## config.mk

```make
export PLATFORM = sky130hd
export DESIGN_NAME = general_timer
export DESIGN_NICKNAME = d
export VERILOG_FILES = /design/src/rtl/timer_pkg.sv /design/src/rtl/general_timer.sv /design/src/rtl/pin_sync.sv
export SDC_FILE = /design/constraint.sdc
export NUM_CORES = 1
export LEC_CHECK = 0
export ABC_AREA = 1
export BUFFER_PORTS_ARGS = -buffer_cell sky130_fd_sc_hd__buf_4
export CORE_MARGIN = 2
export CORE_UTILIZATION = 58
export CTS_BUF_LIST = sky130_fd_sc_hd__clkbuf_8
export CTS_CLUSTER_DIAMETER = 40
export CTS_CLUSTER_SIZE = 16
export DETAILED_ROUTE_END_ITERATION = 10
export HOLD_SLACK_MARGIN = 0.03
export MAX_ROUTING_LAYER = met4
export PLACE_DENSITY = 0.83
export SETUP_SLACK_MARGIN = 0.02
export SYNTH_ARGS = -nofsm -noshare
export SYNTH_HDL_FRONTEND = slang
export SYNTH_SLANG_ARGS = --single-unit
```

## constraint.sdc

```tcl
create_clock -name ref_clk -period 8.1 [get_ports ref_clk]
set_input_delay 1.62 -clock ref_clk [delete_from_list [all_inputs] [get_ports ref_clk]]
set_output_delay 1.62 -clock ref_clk [all_outputs]
set_load 0.02 [all_outputs]
```

## src/rtl/timer_pkg.sv

```systemverilog
// constants, widths and encodings of the two-half general timer
// assumes a single system clock domain and plain control ports
package timer_pkg;

  // --------------------------------------------------------------------
  // widths
  // --------------------------------------------------------------------
  localparam int HALF_W = 16;
  localparam int CNT_W = 32;
  localparam int PRE_W = 8;
  localparam int CFG_W = 3;
  localparam int MODE_W = 2;
  localparam int IRQ_W = 2;
  localparam int DIV_W = 16;

  typedef logic [HALF_W-1:0] half_t;
  typedef logic [CNT_W-1:0] word_t;
  typedef logic [PRE_W-1:0] pre_t;
  typedef logic [CFG_W-1:0] cfg_t;
  typedef logic [MODE_W-1:0] mode_t;
  typedef logic [IRQ_W-1:0] irq_t;
  typedef logic [DIV_W-1:0] div_t;

  // --------------------------------------------------------------------
  // configuration select values
  // --------------------------------------------------------------------
  localparam cfg_t CFG_32_TIMER = 3'h0;
  localparam cfg_t CFG_32_RTC = 3'h1;
  localparam cfg_t CFG_16_SPLIT = 3'h4;
  localparam cfg_t CFG_RESET = 3'h0;

  // --------------------------------------------------------------------
  // first half mode field values
  // --------------------------------------------------------------------
  localparam mode_t MODE_ONE_SHOT = 2'h1;
  localparam mode_t MODE_PERIODIC = 2'h2;
  localparam mode_t MODE_RESET = 2'h0;

  // --------------------------------------------------------------------
  // reset values and counter constants
  // --------------------------------------------------------------------
  localparam half_t HALF_RESET = 16'hffff;
  localparam half_t HALF_ZERO = 16'h0000;
  localparam pre_t PRE_RESET = 8'h00;
  localparam word_t WORD_ZERO = 32'h0000_0000;
  localparam word_t WORD_STEP = 32'h0000_0001;
  localparam word_t RTC_FIRST_LOAD = 32'h0000_0001;
  localparam div_t DIV_ZERO = 16'h0000;
  localparam div_t DIV_STEP = 16'h0001;

  // --------------------------------------------------------------------
  // interrupt status bit positions
  // --------------------------------------------------------------------
  localparam int IRQ_TIMEOUT_BIT = 0;
  localparam int IRQ_MATCH_BIT = 1;
  localparam irq_t IRQ_NONE = 2'h0;

  // --------------------------------------------------------------------
  // real-time clock divider
  // --------------------------------------------------------------------
  localparam int RTC_IN_HZ = 32768;
  localparam int RTC_OUT_HZ = 1;
  localparam int RTC_DIV = RTC_IN_HZ / RTC_OUT_HZ;

endpackage

```

## src/rtl/general_timer.sv

```systemverilog
// two 16-bit counter halves joined as 32-bit timer or real-time clock
// assumes control writes are one-cycle strobes on ref_clk and the
// debug halt level comes from logic on ref_clk; capture_pin_0 is async
`timescale 1ns/1ps

// Overview of operation
// - two 16-bit halves, joinable as 32-bit
// - reset leaves block idle, controls cleared
// - reset sets counters and loads to ffff
// - reset clears both prescale registers
// - config 0 timer, 1 clock; 32-bit only
// - config 4 selects split 16-bit mode
// - 32-bit load write fills both halves
// - 32-bit count read gives second:first halves
// - first mode field picks one-shot/periodic
// - enable starts decrement from preloaded value
// - at zero reload load value next cycle
// - one-shot stops, clears enable; periodic continues
// - zero sets timeout flag, pulses trigger
// - unmasked timeout sets masked flag
// - load rewrite while running restarts from it
// - stall bit freezes counter during debug halt
// - clock mode counts up, first load one
// - divide input to 1 Hz count tick
// - match rolls count to zero, continues
// - match sets clock flag, interrupt if unmasked
// - clock clear bit clears clock flags
// - clock enable bit overrides both stalls
module general_timer #(
  parameter int RTC_DIV = timer_pkg::RTC_DIV
) (
  // clock and reset
  input wire logic ref_clk,
  input wire logic sys_rst,
  // pins and debug
  input wire logic capture_pin_0,
  input wire logic debug_halt,
  // configuration select
  input wire logic cfg_wr,
  input wire logic [timer_pkg::CFG_W-1:0] cfg_wdata,
  // first half mode field
  input wire logic mode_wr,
  input wire logic [timer_pkg::MODE_W-1:0] mode_wdata,
  // control bits
  input wire logic ctl_wr,
  input wire logic ctl_first_enable,
  input wire logic ctl_first_stall,
  input wire logic ctl_second_stall,
  input wire logic ctl_clock_mode_enable,
  // interval loads
  input wire logic load_wr,
  input wire logic [timer_pkg::CNT_W-1:0] load_wdata,
  input wire logic second_load_wr,
  input wire logic [timer_pkg::HALF_W-1:0] second_load_wdata,
  // match
  input wire logic match_wr,
  input wire logic [timer_pkg::CNT_W-1:0] match_wdata,
  // prescale
  input wire logic first_prescale_wr,
  input wire logic second_prescale_wr,
  input wire logic [timer_pkg::PRE_W-1:0] prescale_wdata,
  // interrupt mask and clear
  input wire logic mask_wr,
  input wire logic [timer_pkg::IRQ_W-1:0] mask_wdata,
  input wire logic clear_wr,
  input wire logic [timer_pkg::IRQ_W-1:0] clear_wdata,
  // readback
  output logic [timer_pkg::CFG_W-1:0] config_select,
  output logic first_enable_bit,
  output logic [timer_pkg::CNT_W-1:0] first_count_value,
  output logic [timer_pkg::HALF_W-1:0] second_count_value,
  output logic [timer_pkg::CNT_W-1:0] first_interval_load,
  output logic [timer_pkg::HALF_W-1:0] second_interval_load,
  output logic [timer_pkg::PRE_W-1:0] first_prescale_value,
  output logic [timer_pkg::PRE_W-1:0] second_prescale_value,
  // status and events
  output logic [timer_pkg::IRQ_W-1:0] raw_irq_status,
  output logic [timer_pkg::IRQ_W-1:0] masked_irq_status,
  output logic timer_irq,
  output logic timeout_trigger
);

  localparam timer_pkg::div_t DIV_LAST = timer_pkg::div_t'(RTC_DIV - 1);

  // --------------------------------------------------------------------
  // state
  // --------------------------------------------------------------------
  typedef struct packed {
    timer_pkg::cfg_t cfg;
    timer_pkg::mode_t mode;
    logic en;
    logic stall_a;
    logic stall_b;
    logic clk_en;
    timer_pkg::half_t load_a;
    timer_pkg::half_t load_b;
    timer_pkg::half_t cnt_a;
    timer_pkg::half_t cnt_b;
    timer_pkg::pre_t pre_a;
    timer_pkg::pre_t pre_b;
    timer_pkg::word_t match;
    timer_pkg::irq_t mask;
    timer_pkg::irq_t raw;
    timer_pkg::irq_t mis;
    logic irq;
    logic trig;
    logic rtc_seen;
    timer_pkg::div_t div;
    timer_pkg::word_t count_rd;
    timer_pkg::word_t load_rd;
  } timer_s;

  localparam timer_s RESET_STATE = '{
    cfg: timer_pkg::CFG_RESET,
    mode: timer_pkg::MODE_RESET,
    en: 1'b0,
    stall_a: 1'b0,
    stall_b: 1'b0,
    clk_en: 1'b0,
    load_a: timer_pkg::HALF_RESET,
    load_b: timer_pkg::HALF_RESET,
    cnt_a: timer_pkg::HALF_RESET,
    cnt_b: timer_pkg::HALF_RESET,
    pre_a: timer_pkg::PRE_RESET,
    pre_b: timer_pkg::PRE_RESET,
    match: timer_pkg::WORD_ZERO,
    mask: timer_pkg::IRQ_NONE,
    raw: timer_pkg::IRQ_NONE,
    mis: timer_pkg::IRQ_NONE,
    irq: 1'b0,
    trig: 1'b0,
    rtc_seen: 1'b0,
    div: timer_pkg::DIV_ZERO,
    count_rd: {timer_pkg::HALF_RESET, timer_pkg::HALF_RESET},
    load_rd: {timer_pkg::HALF_RESET, timer_pkg::HALF_RESET}
  };

  timer_s st_r;
  timer_s st_nxt;

  // --------------------------------------------------------------------
  // capture pin synchroniser
  // --------------------------------------------------------------------
  logic pin_rise;

  pin_sync u_pin_sync (
    .clk(ref_clk),
    .rst(sys_rst),
    .async_in(capture_pin_0),
    .level(),
    .rise(pin_rise)
  );

  // --------------------------------------------------------------------
  // working signals
  // --------------------------------------------------------------------
  logic timer_mode;
  logic clock_mode;
  logic joined;
  logic joined_nxt;
  logic freeze;
  logic tick;
  logic count_run;
  logic pin_step;
  logic at_zero;
  logic match_hit;
  logic div_wrap;
  logic one_shot;
  logic rtc_entry;
  timer_pkg::word_t cnt;
  timer_pkg::word_t cnt_n;
  timer_pkg::word_t reload_val;
  timer_pkg::word_t cnt_down;
  timer_pkg::word_t cnt_up;
  timer_pkg::half_t load_hi;
  timer_pkg::irq_t set_bits;
  timer_pkg::irq_t clr_bits;

  // --------------------------------------------------------------------
  // next state
  // --------------------------------------------------------------------
  always_comb begin
    st_nxt = st_r;
    st_nxt.trig = 1'b0;
    timer_mode = (st_r.cfg == timer_pkg::CFG_32_TIMER);
    clock_mode = (st_r.cfg == timer_pkg::CFG_32_RTC);
    joined = timer_mode | clock_mode;
    cnt = {st_r.cnt_b, st_r.cnt_a};
    cnt_n = cnt;
    set_bits = timer_pkg::IRQ_NONE;
    clr_bits = timer_pkg::IRQ_NONE;
    tick = 1'b0;
    // freeze on debug halt when a stall bit applies, unless the clock enable bit is set
    freeze = debug_halt & ~st_r.clk_en &
      (st_r.stall_a | (clock_mode & st_r.stall_b));

    // event decode
    count_run = timer_mode & st_r.en & ~freeze;
    pin_step = clock_mode & st_r.en & ~freeze & pin_rise;
    at_zero = (cnt == timer_pkg::WORD_ZERO);
    match_hit = (cnt == st_r.match);
    div_wrap = (st_r.div == DIV_LAST);
    one_shot = (st_r.mode == timer_pkg::MODE_ONE_SHOT);
    reload_val = {st_r.load_b, st_r.load_a};
    cnt_down = cnt - timer_pkg::WORD_STEP;
    cnt_up = cnt + timer_pkg::WORD_STEP;
    load_hi = load_wdata[timer_pkg::CNT_W-1:timer_pkg::HALF_W];
    rtc_entry = cfg_wr & (cfg_wdata == timer_pkg::CFG_32_RTC) &
      ~st_r.rtc_seen;

    // plain register writes
    if (cfg_wr) begin
      st_nxt.cfg = cfg_wdata;
    end
    if (mode_wr) begin
      st_nxt.mode = mode_wdata;
    end
    if (match_wr) begin
      st_nxt.match = match_wdata;
    end
    if (mask_wr) begin
      st_nxt.mask = mask_wdata;
    end
    if (first_prescale_wr) begin
      st_nxt.pre_a = prescale_wdata;
    end
    if (second_prescale_wr) begin
      st_nxt.pre_b = prescale_wdata;
    end

    // 32-bit down-counter
    if (count_run) begin
      if (at_zero) begin
        cnt_n = reload_val;
        set_bits[timer_pkg::IRQ_TIMEOUT_BIT] = 1'b1;
        st_nxt.trig = 1'b1;
        if (one_shot) begin
          st_nxt.en = 1'b0;
        end
      end else begin
        cnt_n = cnt_down;
      end
    end

    // 32-bit real-time clock up-counter
    if (pin_step) begin
      if (div_wrap) begin
        st_nxt.div = timer_pkg::DIV_ZERO;
        tick = 1'b1;
      end else begin
        st_nxt.div = st_r.div + timer_pkg::DIV_STEP;
      end
    end
    if (tick) begin
      if (match_hit) begin
        cnt_n = timer_pkg::WORD_ZERO;
        set_bits[timer_pkg::IRQ_MATCH_BIT] = 1'b1;
      end else begin
        cnt_n = cnt_up;
      end
    end

    // interval load writes
    if (load_wr) begin
      st_nxt.load_a = load_wdata[timer_pkg::HALF_W-1:0];
      if (joined) begin
        st_nxt.load_b = load_hi;
      end
      if (timer_mode) begin
        cnt_n = load_wdata;
      end
    end
    if (second_load_wr) begin
      st_nxt.load_b = second_load_wdata;
    end

    // first entry into clock mode
    if (rtc_entry) begin
      cnt_n = timer_pkg::RTC_FIRST_LOAD;
      st_nxt.rtc_seen = 1'b1;
      st_nxt.div = timer_pkg::DIV_ZERO;
    end

    // software control write wins over the one-shot self clear
    if (ctl_wr) begin
      st_nxt.en = ctl_first_enable;
      st_nxt.stall_a = ctl_first_stall;
      st_nxt.stall_b = ctl_second_stall;
      st_nxt.clk_en = ctl_clock_mode_enable;
    end

    st_nxt.cnt_a = cnt_n[timer_pkg::HALF_W-1:0];
    st_nxt.cnt_b = cnt_n[timer_pkg::CNT_W-1:timer_pkg::HALF_W];

    // status flags, a new event wins over a clear
    if (clear_wr) begin
      clr_bits = clear_wdata;
    end
    st_nxt.raw = (st_r.raw & ~clr_bits) | set_bits;
    st_nxt.mis = st_nxt.raw & st_nxt.mask;
    st_nxt.irq = |st_nxt.mis;

    // readback views
    joined_nxt = (st_nxt.cfg == timer_pkg::CFG_32_TIMER) |
      (st_nxt.cfg == timer_pkg::CFG_32_RTC);
    if (joined_nxt) begin
      st_nxt.count_rd = {st_nxt.cnt_b, st_nxt.cnt_a};
      st_nxt.load_rd = {st_nxt.load_b, st_nxt.load_a};
    end else begin
      st_nxt.count_rd = {timer_pkg::HALF_ZERO, st_nxt.cnt_a};
      st_nxt.load_rd = {timer_pkg::HALF_ZERO, st_nxt.load_a};
    end
  end

  // --------------------------------------------------------------------
  // state register
  // --------------------------------------------------------------------
  always_ff @(posedge ref_clk or posedge sys_rst) begin
    if (sys_rst) begin
      st_r <= RESET_STATE;
    end else begin
      st_r <= st_nxt;
    end
  end

  // --------------------------------------------------------------------
  // outputs
  // --------------------------------------------------------------------
  assign config_select = st_r.cfg;
  assign first_enable_bit = st_r.en;
  assign first_count_value = st_r.count_rd;
  assign second_count_value = st_r.cnt_b;
  assign first_interval_load = st_r.load_rd;
  assign second_interval_load = st_r.load_b;
  assign first_prescale_value = st_r.pre_a;
  assign second_prescale_value = st_r.pre_b;
  assign raw_irq_status = st_r.raw;
  assign masked_irq_status = st_r.mis;
  assign timer_irq = st_r.irq;
  assign timeout_trigger = st_r.trig;

endmodule // general_timer

```

## src/rtl/pin_sync.sv

```systemverilog
// two-flop synchroniser with registered rising-edge pulse
// assumes the input is asynchronous to clk
`timescale 1ns/1ps
module pin_sync (
  // clock and reset
  input wire logic clk,
  input wire logic rst,
  // pin side
  input wire logic async_in,
  // synchronised side
  output logic level,
  output logic rise
);

  // --------------------------------------------------------------------
  // state
  // --------------------------------------------------------------------
  typedef struct packed {
    logic s1;
    logic s2;
    logic s3;
    logic rise;
  } sync_s;

  sync_s st_r;
  sync_s st_nxt;

  always_comb begin
    st_nxt = st_r;
    st_nxt.s1 = async_in;
    st_nxt.s2 = st_r.s1;
    st_nxt.s3 = st_r.s2;
    st_nxt.rise = st_r.s2 & ~st_r.s3;
  end

  always_ff @(posedge clk or posedge rst) begin
    if (rst) begin
      st_r <= '0;
    end else begin
      st_r <= st_nxt;
    end
  end

  assign level = st_r.s3;
  assign rise = st_r.rise;

endmodule // pin_sync

```

==> impl_metrics.ini <==
[run_status]
status = complete, no violations

[clock_network]
post_cts_resized = 0
cts_setup_buffers = 0
clock_sinks = 182
clk_latency_ps = 500
clkTransAtPathRegs_ps = 120
cts_buffers = 17
cts_root_buf = clkbuf_8
cts_tree = done
ctsHoldBuffers = 0
clock_tree.buffer_depth = 2
htreeDepth = 4

[floorplan]
initial_core_util_pct = 58.92
core_mm2 = 0.02017
dieArea_mm2 = 0.02165
chipWidth_um = 147.1
rows = 52
ios = 237
fp.dieH_um = 147.1

[cells_and_area]
layoutNonFillerInstCount = 2000
antennaDiodeCount = 0
area_growth_pct = 11.17
drive_gt1_share_pct = 27.34
nets = 1836

[worst_setup_path]
r2r_cells = 14
worstSetupEndpointType = flop
r2r-end = first_count_value[23]
crit_fanout = 24
r2r_slack_ps = 5110
worstPathRequired_ps = 8500
crit_slowest_cell = nand2_1
timing.rr.start = st_r[64]
crit_arrival_ps = 3840
start_kind = input pin
critical_path.cell_chain = buf_4 > nor4_2 > buf_4 > inv_1 > nand2_1 > inv_1 > nor2_1 > nand3_1 > o21ai_0 > a21oi_1
path_class = in -> reg
crit_path_max_incr_delay_ps = 500

[hold_path]
hp-class = reg -> reg
min_to = u_pin_sync.st_nxt[1]
min_path_cells = 0
holdCritStartpoint = u_pin_sync.st_nxt[2]

[grt]
top_usage_layer = met2
use_met1_pct = 46.79
gr-total-overflow = 0
grt_pass1_vias = 10520
grt_pass1_wl_um = 57360
track_usage_pct = 35.25
grt_max_degree = 66
met2_usage_pct = 55.65
antenna_found_initial = 0
grtUsageMet3_pct = 6.957

[yosys]
ys_seq_elements = 182
ys_warn_count = 0
async_flop_share_pct = 100.0
syn-cell-area_mm2 = 0.01188
synth_seq_area_share_pct = 39.33
syn_nets = 1755
synthFlopType = dfstp_2
synth_cell_type_count = 44
synth_cells = 1636
synth_edf_count = 0
avgSynthCellArea_um2 = 7.264

[routing]
routed_wirelength_um = 37120
wl_per_cell_um = 18.56
drtAntennaViolNets = 0
avgViaCountPerCell = 5.436
dr.pass1.iters = 7
vias = 10870
drc = 0
drt_iter0_markers = 869

[timing]
period_share_pct = 42.43
finalSetupTns_ps = 0
finalSetupViolCount = 0
fmax_mhz = 291.0
clock-skew-final_ps = 24.76
relSlewSlack_pct = 18.94
rsz0062_at_grt = no
tightest_slew_ps = 1213
min_period_ps = 3436
timing_hold_violations_final = 0
finalMaxSlewViolations = 0

[placed_design]
dp.cells = 1968
dp_hpwl_um = 28530
portBuffers = 236
place_congestion = 1.006

[power]
power_density_mw_per_mm2 = 230.2
leakage_uw = 0.006593
peakVddDrop_mv = 0.1705

[run]
max-cap-violations = 0
[stage by stage]
step | hold slack [ps] | utilization (%) | power, uW | worst slack (ps) | cell area, um2
floorplan | 331.2 | - | 2108 | 1695 | 11880
global placement | 343.2 | 63.50 | 2388 | 4229 | 12810
detailed placement | 335.5 | 63.50 | 2406 | 4143 | 12810
CTS | 374.6 | 65.50 | 3032 | 4688 | 13210
global route | 391.9 | 65.50 | 3196 | 4481 | 13210
finish | 368.7 | 65.50 | 3041 | 4664 | 13210
[cell families (layout without fill, tap and decap cells)]
group	count (synthesis)	after routing	synth area share [%]
simple gates	828	828	29.94
fa+ha+maj	4	4	0.4212
compound gates	179	179	8.223
buf+inv	378	472	16.65
mux	31	31	2.927
flops	182	182	39.33
xor+xnor	34	34	2.506
[worst max-delay path by stage]
stage                 start          endpoint  cells past startpoint
2_1_floorplan       sys_rst  config_select[0]                      1
5_1_grt        cfg_wdata[1]          st_r[69]                     10
4_1_cts        cfg_wdata[1]          st_r[69]                     10
6_report       cfg_wdata[1]          st_r[69]                     10
3_5_place_dp   cfg_wdata[1]          st_r[69]                     10
3_3_place_gp   cfg_wdata[1]          st_r[69]                     10
[layer usage]
layer | vias up | wire [um]
li1 | 5155 | -
met1 | 5159 | 15980
met2 | 497 | 17330
met3 | 61 | 3017
met4 | 0 | 786
met5 | - | 0
[worst max-delay path, delay by kind of cell]
kind,cells,cell delay (ps)
AOI/OAI and AO/OA,2,240
buffers and inverters,4,950
and+or+nand+nor,4,1020
[flip-flops by register name, indices dropped and copies added, names as in the netlist]
register	cells
u_pin_sync.rise	1
config_select	3
timeout_trigger	1
u_pin_sync.level	1
second_interval_load	16
first_enable_bit	1
first_prescale_value	8
st_r	56
masked_irq_status	2
second_count_value	16
raw_irq_status	2
second_prescale_value	8
timer_irq	1
first_interval_load	32
first_count_value	32
u_pin_sync.st_nxt	2
[cell usage in the layout (no fill, tap or decap), drive strengths merged, types with 2 or more instances in the layout]
cell     netlist  routed
clkbuf        23      17
ha             4       4
dfrtp         86      86
dfstp         96      96
o21ai        101     101
xor2          21      21
nand2        477     477
nor3          25      25
xnor2         13      13
buf          156     241
a2bb2oi        2       2
nand3         90      90
a21oi         46      46
nor2         206     206
nor3b          2       2
mux2          30      30
or2            3       3
o31ai          4       4
clkinv         0       9
inv          199     204
nand4         22      22
o211ai        23      23
[layout make-up]
class | instances | area (um2)
Clock buffer | 17 | 234.0
Clock inverter | 15 | 170.2
Fill cell | 1827 | 6958
Inverter | 199 | 754.5
Multi-Input combinational cell | 1076 | 5231
Sequential cell | 182 | 4674
Tap cell | 270 | 337.8
Timing Repair Buffer | 241 | 1809
[report_power, final]
group	switching, uW	leakage, uW	internal (uW)	total [uW]
Combinational	674	0.00434	401	1080
Sequential	250	0.00205	1090	1340
Clock	393	0.000201	232	625
[synth_stat cells, types with 2 or more instances]
library cell  number  share of area [%]
a21oi_1           46                1.9
a2bb2oi_1          2               0.15
buf_1              2              0.063
buf_2             22               0.93
buf_4            123                7.8
buf_6              9               0.85
clkbuf_1          23               0.73
dfrtp_1           86                 18
dfstp_2           96                 21
ha_1               4               0.42
inv_1            175                5.5
inv_2             23               0.73
mux2_2            30                2.8
nand2_1          466                 15
nand2_2            9               0.47
nand2_4            2               0.19
nand3_1           85                3.6
nand3_2            5               0.42
nand4_1           22                1.2
nor2_1           180                5.7
nor2_2            15               0.79
nor2_4            10               0.95
nor3_1            21               0.88
nor3_2             3               0.25
o211ai_1          23                1.5
o21ai_0           86                3.6
o21ai_1           15               0.63
o31ai_1            4               0.25
or2_2              2               0.11
xnor2_1           13               0.96
xor2_1            21                1.5
(Power assumes the default switching activity.)
